==> config.mk <==
export PLATFORM = sky130hd
export DESIGN_NAME = ssg_spindle_speed
export DESIGN_NICKNAME = d
export VERILOG_FILES = /design/src/logic/ssg_pkg.sv /design/src/logic/ssg_divider.sv /design/src/logic/ssg_spindle_speed.sv
export SDC_FILE = /design/constraint.sdc
export NUM_CORES = 1
export LEC_CHECK = 0
export BUFFER_PORTS_ARGS = -buffer_cell sky130_fd_sc_hd__buf_4
export CAP_MARGIN = 0
export CORE_MARGIN = 2
export CORE_UTILIZATION = 67
export DETAILED_ROUTE_END_ITERATION = 10
export PLACE_DENSITY = 0.87
export SETUP_SLACK_MARGIN = 0.4
export SLEW_MARGIN = 20
export SYNTH_ARGS = -nofsm -noshare
export SYNTH_HDL_FRONTEND = slang
export SYNTH_SLANG_ARGS = --single-unit
==> constraint.sdc <==
create_clock -name clk_sys -period 10.75 [get_ports clk_sys]
set_input_delay 1.075 -clock clk_sys [delete_from_list [all_inputs] [get_ports clk_sys]]
set_output_delay 1.075 -clock clk_sys [all_outputs]
set_load 0.05 [all_outputs]
==> src/logic/ssg_pkg.sv <==
// ssg_pkg: constants, register map and carrier types of the spindle speed block
// assumes a single 40 MHz clock domain and an AXI4-Lite register port
package ssg_pkg;
  // register byte addresses
  localparam logic [7:0] ADDR_CTRL = 8'h00;
  localparam logic [7:0] ADDR_GMAX0 = 8'h04;
  localparam logic [7:0] ADDR_GMAX3 = 8'h10;
  localparam logic [7:0] ADDR_CMD = 8'h14;
  localparam logic [7:0] ADDR_STATUS = 8'h18;
  localparam logic [7:0] ADDR_PLCIN = 8'h1c;
  localparam logic [7:0] ADDR_ALARM = 8'h20;
  // control register field positions
  localparam int unsigned CTRL_ANALOG = 0;
  localparam int unsigned CTRL_FOUR = 1;
  localparam int unsigned CTRL_TTYPE = 2;
  localparam int unsigned CTRL_THREAD = 3;
  localparam logic [3:0] CTRL_RST = 4'h0;
  // widths and scaling
  localparam int unsigned SPEED_W = 17;
  localparam int unsigned DAC_W = 12;
  localparam int unsigned NUM_GEARS = 4;
  localparam logic [11:0] DAC_FULL = 12'hfff;
  localparam logic [16:0] MAX_CODE = 17'h00007;
  localparam logic [16:0] GEAR_MAX_RST = 17'h00bb8;
  localparam logic [6:0] OVR_BASE = 7'h32;
  localparam logic [6:0] OVR_STEP = 7'h0a;
  localparam logic [6:0] PCT_FULL = 7'h64;
  // bus responses
  localparam logic [1:0] RESP_OKAY = 2'h0;
  localparam logic [1:0] RESP_SLVERR = 2'h2;

  // inputs driven by the machine-side ladder program
  typedef struct packed {
    logic [7:0] override_code;
    logic [3:0] gear_in;
    logic aux_done_input;
    logic aux_function_lock;
  } ssg_plc_in_s;

  // outputs toward the ladder program and spindle drive
  typedef struct packed {
    logic speed_strobe;
    logic [31:0] speed_code;
    logic [3:0] gear_report;
    logic [11:0] analog_code;
    logic alarm;
  } ssg_plc_out_s;

  typedef enum logic [2:0] {
    ST_IDLE, ST_SCALE, ST_PICK, ST_CONV, ST_HANDSHAKE
  } ssg_state_e;
endpackage

==> src/logic/ssg_divider.sv <==
// ssg_divider: 32-bit restoring divider, one quotient bit per clock
// assumes start is a single-cycle pulse given only while idle
`timescale 1ns/1ps
`default_nettype none
module ssg_divider (
  // clock and reset
  input wire logic clk_sys,
  input wire logic reset_n,
  // request
  input wire logic start,
  input wire logic [31:0] dividend,
  input wire logic [31:0] divisor,
  // answer
  output logic done_reg,
  output logic [31:0] quotient_reg
);
  logic [31:0] rem_reg; // partial remainder
  logic [5:0] cnt_reg; // bits left
  logic run_reg; // division in progress
  logic [32:0] trial; // remainder minus divisor

  // trial subtraction; a zero divisor yields all ones, which saturates later
  assign trial = {rem_reg, quotient_reg[31]} - {1'b0, divisor};

  // shift and subtract loop
  always_ff @(posedge clk_sys) begin
    if (!reset_n) begin
      rem_reg <= 32'h0;
      quotient_reg <= 32'h0;
      cnt_reg <= 6'h0;
      run_reg <= 1'b0;
      done_reg <= 1'b0;
    end else begin
      done_reg <= 1'b0;
      if (start) begin
        quotient_reg <= dividend;
        rem_reg <= 32'h0;
        cnt_reg <= 6'h20;
        run_reg <= 1'b1;
      end else if (run_reg) begin
        if (!trial[32]) begin
          rem_reg <= trial[31:0];
          quotient_reg <= {quotient_reg[30:0], 1'b1};
        end else begin
          rem_reg <= {rem_reg[30:0], quotient_reg[31]};
          quotient_reg <= {quotient_reg[30:0], 1'b0};
        end
        cnt_reg <= cnt_reg - 6'h1;
        if (cnt_reg == 6'h1) begin
          run_reg <= 1'b0;
          done_reg <= 1'b1;
        end
      end
    end
  end
endmodule
`default_nettype wire

==> src/logic/ssg_spindle_speed.sv <==
// ssg_spindle_speed: spindle speed code, gear select and analog speed output
// assumes an AXI4-Lite master with one write and one read in flight at most,
// and ladder program inputs synchronous to clk_sys
//
// Summary of operation
// - control bit selects gear or analog spindle
// - gear mode accepts codes 0..7, else alarm
// - each gear code drives its own output bit
// - strobe announces speed function with gear outputs
// - analog speed equals command times override
// - override code gives 50..120% in 10% steps
// - thread cutting bypasses the override
// - M-type picks gear from per-gear ranges
// - two or four gears are configurable for M-type
// - gear change also pulses the speed strobe
// - per-gear full-scale speed, code spans 0..10V
// - control bit switches to ladder-chosen gear
// - T-type voltage is command over gear maximum
// - gear report out, current gear inputs in
// - speed bit and strobe high awaiting completion
// - no block advance before completion seen high, except under function lock
// - function lock keeps analog output, drops strobe
`timescale 1ns/1ps
`default_nettype none
module ssg_spindle_speed
  import ssg_pkg::*;
(
  // clock and reset
  input wire logic clk_sys,
  input wire logic reset_n,
  // axi4-lite write address
  input wire logic [7:0] s_axi_awaddr,
  input wire logic s_axi_awvalid,
  output logic s_axi_awready,
  // axi4-lite write data
  input wire logic [31:0] s_axi_wdata,
  input wire logic [3:0] s_axi_wstrb,
  input wire logic s_axi_wvalid,
  output logic s_axi_wready,
  // axi4-lite write response
  output logic [1:0] s_axi_bresp,
  output logic s_axi_bvalid,
  input wire logic s_axi_bready,
  // axi4-lite read
  input wire logic [7:0] s_axi_araddr,
  input wire logic s_axi_arvalid,
  output logic s_axi_arready,
  output logic [31:0] s_axi_rdata,
  output logic [1:0] s_axi_rresp,
  output logic s_axi_rvalid,
  input wire logic s_axi_rready,
  // ladder program side
  input wire ssg_pkg::ssg_plc_in_s plc_in,
  output ssg_pkg::ssg_plc_out_s plc_out_reg,
  // block sequencing
  output logic busy_reg
);
  import ssg_pkg::*;

  // configuration and command state
  logic [3:0] ctrl_reg; // mode bits
  logic [SPEED_W-1:0] gear_max_reg [NUM_GEARS]; // full-scale speed per gear
  logic [SPEED_W-1:0] cmd_reg; // last commanded speed or code
  logic [SPEED_W-1:0] eff_reg; // speed after override
  logic [1:0] gear_idx_reg; // gear in use
  ssg_state_e state_reg;
  // bus side state
  logic [7:0] awaddr_reg;
  logic [31:0] wdata_reg;
  logic [3:0] wstrb_reg; // byte lanes held with the data, the master may move them after the handshake
  logic aw_got_reg;
  logic w_got_reg;
  logic wr_do; // write commits this cycle
  logic cmd_go; // accepted command write
  logic alarm_clr; // software clears alarm
  logic addr_ok_w; // write address is mapped
  // arithmetic
  logic [6:0] pct; // override percentage
  logic div_start_reg;
  logic [31:0] div_num_reg;
  logic [31:0] div_den_reg;
  logic div_done;
  logic [31:0] div_q;
  logic [NUM_GEARS-1:0] fit; // gear covers the effective speed
  logic [1:0] top_idx; // highest configured gear
  logic [1:0] pick_idx; // gear to use
  logic [31:0] rd_mux;
  logic rd_ok;

  ssg_divider u_div (
    .clk_sys(clk_sys),
    .reset_n(reset_n),
    .start(div_start_reg),
    .dividend(div_num_reg),
    .divisor(div_den_reg),
    .done_reg(div_done),
    .quotient_reg(div_q)
  );

  // codes 0..7 map to 50..120 percent
  assign pct = OVR_BASE + 7'(OVR_STEP * {4'h0, plc_in.override_code[2:0]});
  // only two gears for M-type choice when the four-gear bit is clear
  assign top_idx = ctrl_reg[CTRL_FOUR] ? 2'h3 : 2'h1;

  // per-gear range check for automatic selection
  for (genvar g = 0; g < NUM_GEARS; g++) begin : g_fit
    assign fit[g] = gear_max_reg[g] >= eff_reg;
  end

  // gear choice: ladder inputs in T-type, lowest covering gear otherwise
  always_comb begin
    pick_idx = top_idx;
    if (ctrl_reg[CTRL_TTYPE]) begin
      pick_idx = 2'h0;
      for (int i = NUM_GEARS - 1; i >= 0; i--) begin
        if (plc_in.gear_in[i]) begin
          pick_idx = 2'(i);
        end
      end
    end else begin
      for (int i = NUM_GEARS - 1; i >= 0; i--) begin
        if (fit[i] && (2'(i) <= top_idx)) begin
          pick_idx = 2'(i);
        end
      end
    end
  end

  // write decode
  assign wr_do = aw_got_reg && w_got_reg && !s_axi_bvalid;
  assign addr_ok_w = (awaddr_reg <= ADDR_ALARM) && (awaddr_reg[1:0] == 2'h0)
    && (awaddr_reg != ADDR_STATUS) && (awaddr_reg != ADDR_PLCIN);
  // a command written while busy is dropped; busy is visible in status
  assign cmd_go = wr_do && (awaddr_reg == ADDR_CMD) && wstrb_reg[0] && (state_reg == ST_IDLE);
  assign alarm_clr = wr_do && (awaddr_reg == ADDR_ALARM) && wstrb_reg[0] && wdata_reg[0];

  // write channels: address and data are taken in either order
  always_ff @(posedge clk_sys) begin
    if (!reset_n) begin
      s_axi_awready <= 1'b1;
      s_axi_wready <= 1'b1;
      aw_got_reg <= 1'b0;
      w_got_reg <= 1'b0;
      awaddr_reg <= 8'h0;
      wdata_reg <= 32'h0;
      wstrb_reg <= 4'h0;
      s_axi_bvalid <= 1'b0;
      s_axi_bresp <= RESP_OKAY;
    end else begin
      if (s_axi_awvalid && s_axi_awready) begin
        awaddr_reg <= s_axi_awaddr;
        aw_got_reg <= 1'b1;
        s_axi_awready <= 1'b0;
      end
      if (s_axi_wvalid && s_axi_wready) begin
        wdata_reg <= s_axi_wdata;
        wstrb_reg <= s_axi_wstrb;
        w_got_reg <= 1'b1;
        s_axi_wready <= 1'b0;
      end
      if (wr_do) begin
        s_axi_bvalid <= 1'b1;
        s_axi_bresp <= addr_ok_w ? RESP_OKAY : RESP_SLVERR;
      end
      if (s_axi_bvalid && s_axi_bready) begin
        s_axi_bvalid <= 1'b0;
        aw_got_reg <= 1'b0;
        w_got_reg <= 1'b0;
        s_axi_awready <= 1'b1;
        s_axi_wready <= 1'b1;
      end
    end
  end

  // configuration registers; only the low byte lanes are meaningful
  always_ff @(posedge clk_sys) begin
    if (!reset_n) begin
      ctrl_reg <= CTRL_RST;
      for (int i = 0; i < NUM_GEARS; i++) begin
        gear_max_reg[i] <= GEAR_MAX_RST;
      end
    end else if (wr_do) begin
      if (awaddr_reg == ADDR_CTRL && wstrb_reg[0]) begin
        ctrl_reg <= wdata_reg[3:0];
      end
      for (int i = 0; i < NUM_GEARS; i++) begin
        if (awaddr_reg == ADDR_GMAX0 + 8'(4 * i)) begin
          if (wstrb_reg[0]) gear_max_reg[i][7:0] <= wdata_reg[7:0];
          if (wstrb_reg[1]) gear_max_reg[i][15:8] <= wdata_reg[15:8];
          if (wstrb_reg[2]) gear_max_reg[i][16] <= wdata_reg[16];
        end
      end
    end
  end

  // read mux; status and ladder inputs reflect live state
  always_comb begin
    rd_mux = 32'h0;
    rd_ok = 1'b1;
    if (s_axi_araddr == ADDR_CTRL) begin
      rd_mux = {28'h0, ctrl_reg};
    end else if (s_axi_araddr >= ADDR_GMAX0 && s_axi_araddr <= ADDR_GMAX3 && s_axi_araddr[1:0] == 2'h0) begin
      rd_mux = {15'h0, gear_max_reg[2'(s_axi_araddr[7:2] - 6'h1)]};
    end else if (s_axi_araddr == ADDR_CMD) begin
      rd_mux = {15'h0, cmd_reg};
    end else if (s_axi_araddr == ADDR_STATUS) begin
      rd_mux = {12'h0, plc_out_reg.analog_code, plc_out_reg.gear_report,
        1'b0, plc_out_reg.speed_strobe, plc_out_reg.alarm, busy_reg};
    end else if (s_axi_araddr == ADDR_PLCIN) begin
      rd_mux = {18'h0, plc_in.aux_function_lock, plc_in.aux_done_input,
        plc_in.gear_in, plc_in.override_code};
    end else if (s_axi_araddr == ADDR_ALARM) begin
      rd_mux = {31'h0, plc_out_reg.alarm};
    end else begin
      rd_ok = 1'b0;
    end
  end

  // read channel: data one cycle after the address is taken
  always_ff @(posedge clk_sys) begin
    if (!reset_n) begin
      s_axi_arready <= 1'b1;
      s_axi_rvalid <= 1'b0;
      s_axi_rdata <= 32'h0;
      s_axi_rresp <= RESP_OKAY;
    end else if (s_axi_arvalid && s_axi_arready) begin
      s_axi_arready <= 1'b0;
      s_axi_rvalid <= 1'b1;
      s_axi_rdata <= rd_mux;
      s_axi_rresp <= rd_ok ? RESP_OKAY : RESP_SLVERR;
    end else if (s_axi_rvalid && s_axi_rready) begin
      s_axi_rvalid <= 1'b0;
      s_axi_arready <= 1'b1;
    end
  end

  // speed function sequencer
  always_ff @(posedge clk_sys) begin
    if (!reset_n) begin
      state_reg <= ST_IDLE;
      busy_reg <= 1'b0;
      cmd_reg <= 17'h0;
      eff_reg <= 17'h0;
      gear_idx_reg <= 2'h0;
      div_start_reg <= 1'b0;
      div_num_reg <= 32'h0;
      div_den_reg <= 32'h0;
      plc_out_reg <= '0;
    end else begin
      div_start_reg <= 1'b0;
      // a fresh out-of-range code wins over a clear in the same cycle
      if (alarm_clr) plc_out_reg.alarm <= 1'b0;
      unique case (state_reg)
        ST_IDLE: begin
          if (cmd_go) begin
            cmd_reg <= wdata_reg[16:0];
            if (!ctrl_reg[CTRL_ANALOG]) begin
              if (wdata_reg[16:0] > MAX_CODE) begin
                plc_out_reg.alarm <= 1'b1;
              end else if (!plc_in.aux_function_lock) begin
                plc_out_reg.speed_code <= 32'h1 << wdata_reg[2:0];
                plc_out_reg.speed_strobe <= 1'b1;
                busy_reg <= 1'b1;
                state_reg <= ST_HANDSHAKE;
              end
            end else if (ctrl_reg[CTRL_THREAD]) begin
              eff_reg <= wdata_reg[16:0];
              busy_reg <= 1'b1;
              state_reg <= ST_PICK;
            end else begin
              // ladder sends the 100% code when no scaling is wanted
              div_num_reg <= {8'h0, 24'(wdata_reg[16:0]) * 24'(pct)};
              div_den_reg <= {25'h0, PCT_FULL};
              div_start_reg <= 1'b1;
              busy_reg <= 1'b1;
              state_reg <= ST_SCALE;
            end
          end
        end
        ST_SCALE: begin
          if (div_done) begin
            eff_reg <= div_q[16:0];
            state_reg <= ST_PICK;
          end
        end
        ST_PICK: begin
          gear_idx_reg <= pick_idx;
          div_num_reg <= {3'h0, 29'(eff_reg) * 29'(DAC_FULL)};
          div_den_reg <= {15'h0, gear_max_reg[pick_idx]};
          div_start_reg <= 1'b1;
          state_reg <= ST_CONV;
        end
        ST_CONV: begin
          if (div_done) begin
            // clamp instead of wrapping when over the gear's full scale
            plc_out_reg.analog_code <= (div_q > {20'h0, DAC_FULL}) ? DAC_FULL : div_q[11:0];
            if (plc_in.aux_function_lock) begin
              busy_reg <= 1'b0;
              state_reg <= ST_IDLE;
            end else begin
              plc_out_reg.gear_report <= 4'h1 << gear_idx_reg;
              plc_out_reg.speed_strobe <= 1'b1;
              state_reg <= ST_HANDSHAKE;
            end
          end
        end
        ST_HANDSHAKE: begin
          // the ladder raises completion only after all functions end
          if (plc_in.aux_done_input) begin
            plc_out_reg.speed_strobe <= 1'b0;
            plc_out_reg.speed_code <= 32'h0;
            busy_reg <= 1'b0;
            state_reg <= ST_IDLE;
          end
        end
      endcase
    end
  end
endmodule
`default_nettype wire

==> impl_metrics.csv, run 1 <==
group,metric,value,unit
worst_setup_path,crit_buf_inv,3,
clock_tree,cts_made_buffers,35,
synth,synth_cells,2621,
floorplanning,core_area,35600,sq um
drt,wirelength,65.7,mm
synth,synth_top_area_share,20.4,%
placement,place_congestion,0.944,
clock_tree,postCtsSetupRepairBufs,0,
placement,portBuffers,110,
drt,num_vias,19469,
finish,largest_register_ffs,68,
clock_tree,cts_num_sinks,314,
finish,fillers,2544,
sta,setup_viol,0,
clock_tree,clock_latency,0.53,ns
sta,rsz0062_at_grt,"false",
run,drv_cap,0,
global_routing,grt_pass1_wl,104,mm
synth,synth-compound-area-share,15.4,%
worst_setup_path,cpPeakStageDelay,0.54,ns
drt,wire_per_inst,21.0,um
drt,drc,0,
sta,drv_slew,0,
clock_tree,clock_path_buffers,3,
worst_setup_path,rrSetupSlack,4.92,ns
sta,tns,0,ns
worst_setup_path,path_class,"input port to register",
sta,worst_slew_pin_slew,1.01,ns
global_routing,grt_pass1_vias,19532,
finish,drive_gt1_share,8.94,%
drt,detail-route-antenna-nets,0,
drt,vias_per_cell,6.21,
synth,synth_xor_xnor_area_share,2.50,%
worst_setup_path,reg2reg_to,"div_num_reg[28]$_SDFFE_PN0P_",
floorplanning,die_area,37600,sq um
worst_setup_path,r2r-start,"eff_reg[0]$_SDFFE_PN0P_",
sta,finClkSkew,0.0239,ns
placement,pre_cts_ws,3.34,ns
worst_hold_path,hp-start,"div_num_reg[27]$_SDFFE_PN0P_",
floorplanning,fp.dieH,194,um
power,ir_drop,0.000127,V
finish,syn2layout_area_growth,8.55,%
worst_setup_path,critPathMaxFanout,21,
worst_setup_path,crit_top_cell,"ha_1",
synth,synth_area,24200,sq um
synth,async_flop_share,0,%
worst_setup_path,critPathRequiredTime,11.16,ns
synth,synth.most_common_cell,"nand2_1",
sta,layout_worst_path_cycle_share,62.7,%
worst_setup_path,worst_setup_path_start_kind,"input port",
synth,synth_cell_type_count,82,
synth,synth_edf_count,68,
floorplanning,die_x,194,um
clock_tree,hold_buffers,0,
status,status,"finished, final reports clean",
worst_setup_path,endpoint_kind,"register",
drt,drt-pass1-iter-count,6,
placement,hpwlAfterDp,49.3,mm
clock_tree,cts_tree,"done",
synth,synth_commonest_cells,"nand2_1 (268), dfxtp_1 (246), inv_1 (221), ha_1 (186), fa_1 (167)",
worst_setup_path,slowest_stage,"fa_1",
power,leakage,11.8,nW
sta,relSlewSlack,32.8,%
clock_tree,root_buffer,"clkbuf_16",
synth,yosys.area_share.simple,16.9,%
floorplanning,io_pins,165,
synth,synth_area_per_cell,9.21,sq um
clock_tree,h-tree-depth,2,
sta,finalHoldViolations,0,
worst_setup_path,critical-path-top-delay-family,"adder cells",
worst_setup_path,critPathArrivalTime,7.15,ns
synth,ys_seq_area_share,28.8,%
drt,drt_iter0_markers,1760,
worst_hold_path,hold_depth,2,
clock_tree,cts_resized,0,
synth,ys_ff_latch,314,
synth,yosys.area_share.adder,23.5,%
synth,synth_area_leaders,"dfxtp_1 (20%), fa_1 (14%), ha_1 (9.6%)",
global_routing,antenna_found_initial,2,
synth,synth_mux_area_share,6.02,%
floorplanning,start_util,67.9,%
synth,synth_top_family_by_area,"adder cells",
worst_setup_path,crit_chain,"buf_4 -> ha_1 -> ha_1 -> ha_1 -> nor3b_1 -> xnor2_2 -> and2_1 -> fa_1 -> inv_1 -> fa_1 -> inv_1 -> fa_1 -> ha_1 -> ha_1 -> and2_1 -> and3_1 -> a32oi_1 -> a31oi_1 -> o21ai_0 -> nand2_1 -> mux2i_1 -> a31oi_1 -> o311a_1",
finish,layout.nets,3073,
synth,ys.flop_type,"dfxtp_1",
clock_tree,clk_pin_slew_worst_paths,0.06,ns
sta,layout_setup_ws,4.01,ns
sta,min_period,6.74,ns
power,power_density,109,nW/um^2
global_routing,grt_max_degree,82,
synth,synth_warnings,0,
worst_setup_path,rr_worst_depth,19,
global_routing,grt-ovfl-total,0,
synth,synth_top_area_cell,"dfxtp_1",
worst_hold_path,hold_path_class,"register to register",
worst_hold_path,min_to,"div_num_reg[27]$_SDFFE_PN0P_",
floorplanning,row_count,69,
global_routing,track_usage,34.9,%
finish,antenna_cells,0,
sta,max_freq,148,MHz
cell families after synthesis:
logic type      after synthesis
xor+xnor                     68
mux                         124
flops                       314
buf+inv                     394
fa+ha+maj                   353
simple gates                810
compound gates              557
other cells                   1
area by class of cell:
type	count	area [sq um]	area share, %
repair buffers	125	938	3.58
clock inverters	13	176	0.673
inverters	221	830	3.16
clock buffers	49	1030	3.92
flip-flops and latches	314	6970	26.6
well taps	461	577	2.20
multi-input cells	1950	15700	59.9
placed cells by master (no fill, tap or decap), drive strengths merged, types with 38 or more instances in the layout:
cell type | synthesis | layout
nand3 | 47 | 47
a21boi | 64 | 64
ha | 186 | 186
a21oi | 126 | 126
nor2 | 105 | 105
fa | 167 | 167
inv | 221 | 224
nand2b | 40 | 40
mux2i | 107 | 107
buf | 52 | 125
nor2b | 60 | 60
clkbuf | 121 | 49
nand2 | 268 | 268
conb | 1 | 38
o21ai | 152 | 152
dfxtp | 246 | 246
edfxtp | 68 | 68
xnor2 | 46 | 46
and2 | 118 | 118
nor3 | 53 | 53
metal layers:
layer / global-route usage, % / share of wire (%)
met2: 56.6 / 47
met5: 0.766 / 0.075
met3: 8.47 / 10
met1: 45.1 / 38
met4: 14.1 / 4.5
report_power, final:
group          total, mW  leakage (nW)  switching [mW]  internal (mW)
Combinational      0.359          8.63           0.230          0.129
Clock               1.25         0.584           0.501          0.749
Sequential          1.25          2.59          0.0376           1.22
Total               2.86          11.8           0.769           2.10
through the flow:
stage | hold slack, ns | cell area, sq um | util, % | power, mW | instances
2_1_floorplan | 0.425 | 24300 | - | 1.53 | 2658
3_3_place_gp | 0.436 | 25000 | 70.3 | 1.61 | 3071
3_5_place_dp | 0.442 | 25000 | 70.3 | 1.63 | 3071
4_1_cts | 0.452 | 26200 | 73.6 | 2.86 | 3133
5_1_grt | 0.474 | 26200 | 73.7 | 2.95 | 3133
6_report | 0.448 | 26200 | 73.7 | 2.86 | 3133
worst max-delay path by stage:
stage | startpoint | slack, ns | endpoint | cells past startpoint
after floorplan | plc_in[6] | 4.39 | div_num_reg[22]$_SDFFE_PN0P_ | 23
after global placement | plc_in[6] | 3.53 | div_num_reg[22]$_SDFFE_PN0P_ | 22
after detailed placement | plc_in[6] | 3.34 | div_num_reg[22]$_SDFFE_PN0P_ | 22
after CTS | plc_in[6] | 3.88 | div_num_reg[22]$_SDFFE_PN0P_ | 22
after global routing | plc_in[6] | 3.68 | div_num_reg[22]$_SDFFE_PN0P_ | 23
final | plc_in[6] | 4.01 | div_num_reg[22]$_SDFFE_PN0P_ | 23
worst register-to-register path: stages, from the launching register on:
cell     delay (ns)
dfxtp_1        0.48
fa_1           0.69
inv_1          0.08
fa_1           0.50
inv_1          0.05
fa_1           0.53
inv_1          0.08
fa_1           0.56
inv_1          0.06
fa_1           0.49
ha_1           0.38
a21o_1         0.20
a21oi_1        0.17
and4_1         0.24
nor2_1         0.10
a21oi_1        0.30
o21ai_0        0.23
a31oi_1        0.29
xnor2_1        0.15
o21ai_0        0.08
No activity file was read; power rests on OpenSTA's default activity.
==> run 2, diff against run 1 <==
--- a/config.mk
+++ b/config.mk
@@ -8,9 +8,9 @@
 export BUFFER_PORTS_ARGS = -buffer_cell sky130_fd_sc_hd__buf_4
 export CAP_MARGIN = 0
 export CORE_MARGIN = 2
-export CORE_UTILIZATION = 67
+export CORE_UTILIZATION = 56
 export DETAILED_ROUTE_END_ITERATION = 10
-export PLACE_DENSITY = 0.87
+export PLACE_DENSITY = 0.78
 export SETUP_SLACK_MARGIN = 0.4
 export SLEW_MARGIN = 20
 export SYNTH_ARGS = -nofsm -noshare
==> constraint.sdc (replaced) <==
create_clock -name clk_sys -period 5.88 [get_ports clk_sys]
set_input_delay 0.588 -clock clk_sys [delete_from_list [all_inputs] [get_ports clk_sys]]
set_output_delay 0.588 -clock clk_sys [all_outputs]
set_load 0.05 [all_outputs]
==> run 2 against run 1 <==
Net effect: clock power increased by 87%; worst hold slack got worse by 0.22 ns; design area up 3.0%; clock skew rose by 0.0031 ns; power grew 88%; sequential share of layout area is 0.72 points lower; sequential cell count stayed put; sequential power is 82% higher; via count grew 1.5%; critical path depth up 1; cell count increased by 4.2%; highest routed layer unchanged.
==> impl_metrics.csv, run 2 (synthesis results as in run 1) <==
group,metric,value,unit
global_routing,track_usage,30.1,%
clock_tree,clk_pin_slew_worst_paths,0.06,ns
worst_setup_path,worst_setup_path_start_kind,"input port",
power,ir_drop,0.000186,V
drt,drt-pass1-iter-count,6,
global_routing,grt_pass1_wl,105,mm
worst_hold_path,hold_path_class,"input port to register",
placement,pre_cts_ws,-0.162,ns
sta,rsz0062_at_grt,"true",
global_routing,antenna_found_initial,2,
drt,drc,0,
sta,layout_worst_path_cycle_share,90.8,%
worst_setup_path,path_class,"input port to register",
sta,whs,0.232,ns
sta,min_period,5.34,ns
finish,final_common_cell,"nand2_1",
finish,drive_gt1_share,12.3,%
status,status,"finished, final reports clean",
floorplanning,core_area,42800,sq um
finish,stdcell_count,3266,
sta,drv_slew,0,
floorplanning,fp.dieH,212,um
finish,syn2layout_area_growth,11.8,%
floorplanning,die_x,212,um
finish,post-route-cell-area,27000,sq um
clock_tree,cts_tree,"done",
drt,wirelength,67.5,mm
sta,tns,0,ns
drt,detail-route-antenna-nets,0,
sta,finClkSkew,0.0270,ns
placement,portBuffers,110,
drt,vias_per_cell,6.05,
finish,seq_area,6990,sq um
drt,wire_per_inst,20.7,um
global_routing,grt_pass1_vias,19461,
placement,placed_area,25500,sq um
floorplanning,start_util,56.4,%
sta,setup_viol,0,
finish,fillers,3523,
sta,finalHoldViolations,0,
clock_tree,h-tree-depth,2,
placement,place_congestion,0.902,
finish,multi_input_area,16000,sq um
finish,layout.nets,3118,
finish,antenna_cells,0,
run,drv_cap,0,
drt,num_vias,19755,
worst_setup_path,critPathRequiredTime,6.31,ns
finish,largest_register_ffs,68,
sta,relSlewSlack,28.1,%
clock_tree,clock_latency,0.57,ns
clock_tree,cts_num_sinks,314,
power,leakage,12.1,nW
sta,max_freq,187,MHz
placement,place_inst,3191,
floorplanning,io_pins,165,
clock_tree,clock_path_buffers,3,
power,power_density,199,nW/um^2
global_routing,grt-ovfl-total,0,
sta,layout_setup_ws,0.542,ns
worst_setup_path,critPathMaxFanout,6,
clock_tree,root_buffer,"clkbuf_16",
placement,hpwlAfterDp,50.7,mm
drt,drt_iter0_markers,1782,
worst_setup_path,endpoint_kind,"register",
floorplanning,die_area,44800,sq um
finish,final_cell_mix,"nand2_1 (268), dfxtp_1 (233), inv_1 (221), ha_1 (176), buf_4 (167)",
global_routing,grt_max_degree,145,
clock_tree,cts_made_buffers,36,
sta,worst_slew_pin_slew,1.08,ns
floorplanning,row_count,76,
worst_setup_path,critPathArrivalTime,5.77,ns
run 2: cell types whose count changed in the layout (fill, tap and decap cells not counted), moves of 6 or more:
cell	before	now
buf_4	125	167
clkbuf_8	1	8
fa_2	0	7
dfxtp_2	0	11
ha_4	0	9
o21ai_0	129	123
fa_1	167	160
ha_1	186	176
dfxtp_1	244	233
run 2: repair_timing:
action,in CTS,in global routing
endpoints found under the setup margin,5,16
gates cloned,0,1
resized for setup,4,44
buffers inserted,2,6
hold endpoints to repair,0,0
pin swaps,1,14
hold buffers,0,0
run 2: where the power goes:
group	switching, mW	internal (mW)	total [mW]
combinational	0.470	0.290	0.760
sequential	0.0527	2.23	2.28
clock	0.946	1.40	2.34
total	1.47	3.91	5.38
run 2: per-layer routing:
metal / up-vias / global-route usage [%] / part of all wire [%]
li1: 9123 / - / -
met1: 9723 / 40.0 / 41
met2: 769 / 49.1 / 47
met3: 138 / 6.28 / 8.3
met4: 2 / 9.69 / 3.1
met5: - / 0 / 0.019
run 2: worst paths after layout:
path                             endpoint  slack (ns)                   startpoint  depth (start not counted)
min reg2reg   div_den_reg[4]$_SDFFE_PN0P_        0.45  div_den_reg[4]$_SDFFE_PN0P_                          1
max reg2reg  div_num_reg[27]$_SDFFE_PN0P_        0.62      eff_reg[1]$_SDFFE_PN0P_                         19
max          div_num_reg[22]$_SDFFE_PN0P_        0.54                    plc_in[6]                         24
min             s_axi_wready$_SDFFE_PP1P_        0.23                 s_axi_wvalid                          2
run 2: layout make-up:
cell class              instances  share of cell area (%)
flip-flops and latches        314                    25.9
inverters                     221                    3.07
repair buffers                168                    4.72
multi-input cells            1951                    59.2
well taps                     546                    2.53
clock buffers                  50                    3.91
clock inverters                16                   0.709
run 2: critical path, stage by stage:
cell and delay (ns):
buf_4 0.11, ha_1 0.19, ha_2 0.19, ha_4 0.24, nor3b_4 0.19, buf_4 0.16, xnor2_4 0.10, and2_1 0.20
fa_1 0.54, inv_1 0.06, fa_1 0.53, inv_1 0.06, fa_1 0.47, ha_4 0.27, ha_4 0.23, and2_1 0.16
and3_1 0.20, a32oi_2 0.22, a31oi_4 0.16, o21ai_4 0.20, nand2_1 0.09, mux2i_1 0.16, a31oi_1 0.11, o311a_1 0.31
run 2: through the flow:
step	power, mW	util (%)
6_report	5.38	63.1
3_5_place_dp	3.04	59.5
2_1_floorplan	2.83	-
4_1_cts	5.37	62.5
5_1_grt	5.56	63.1
3_3_place_gp	3.02	59.5
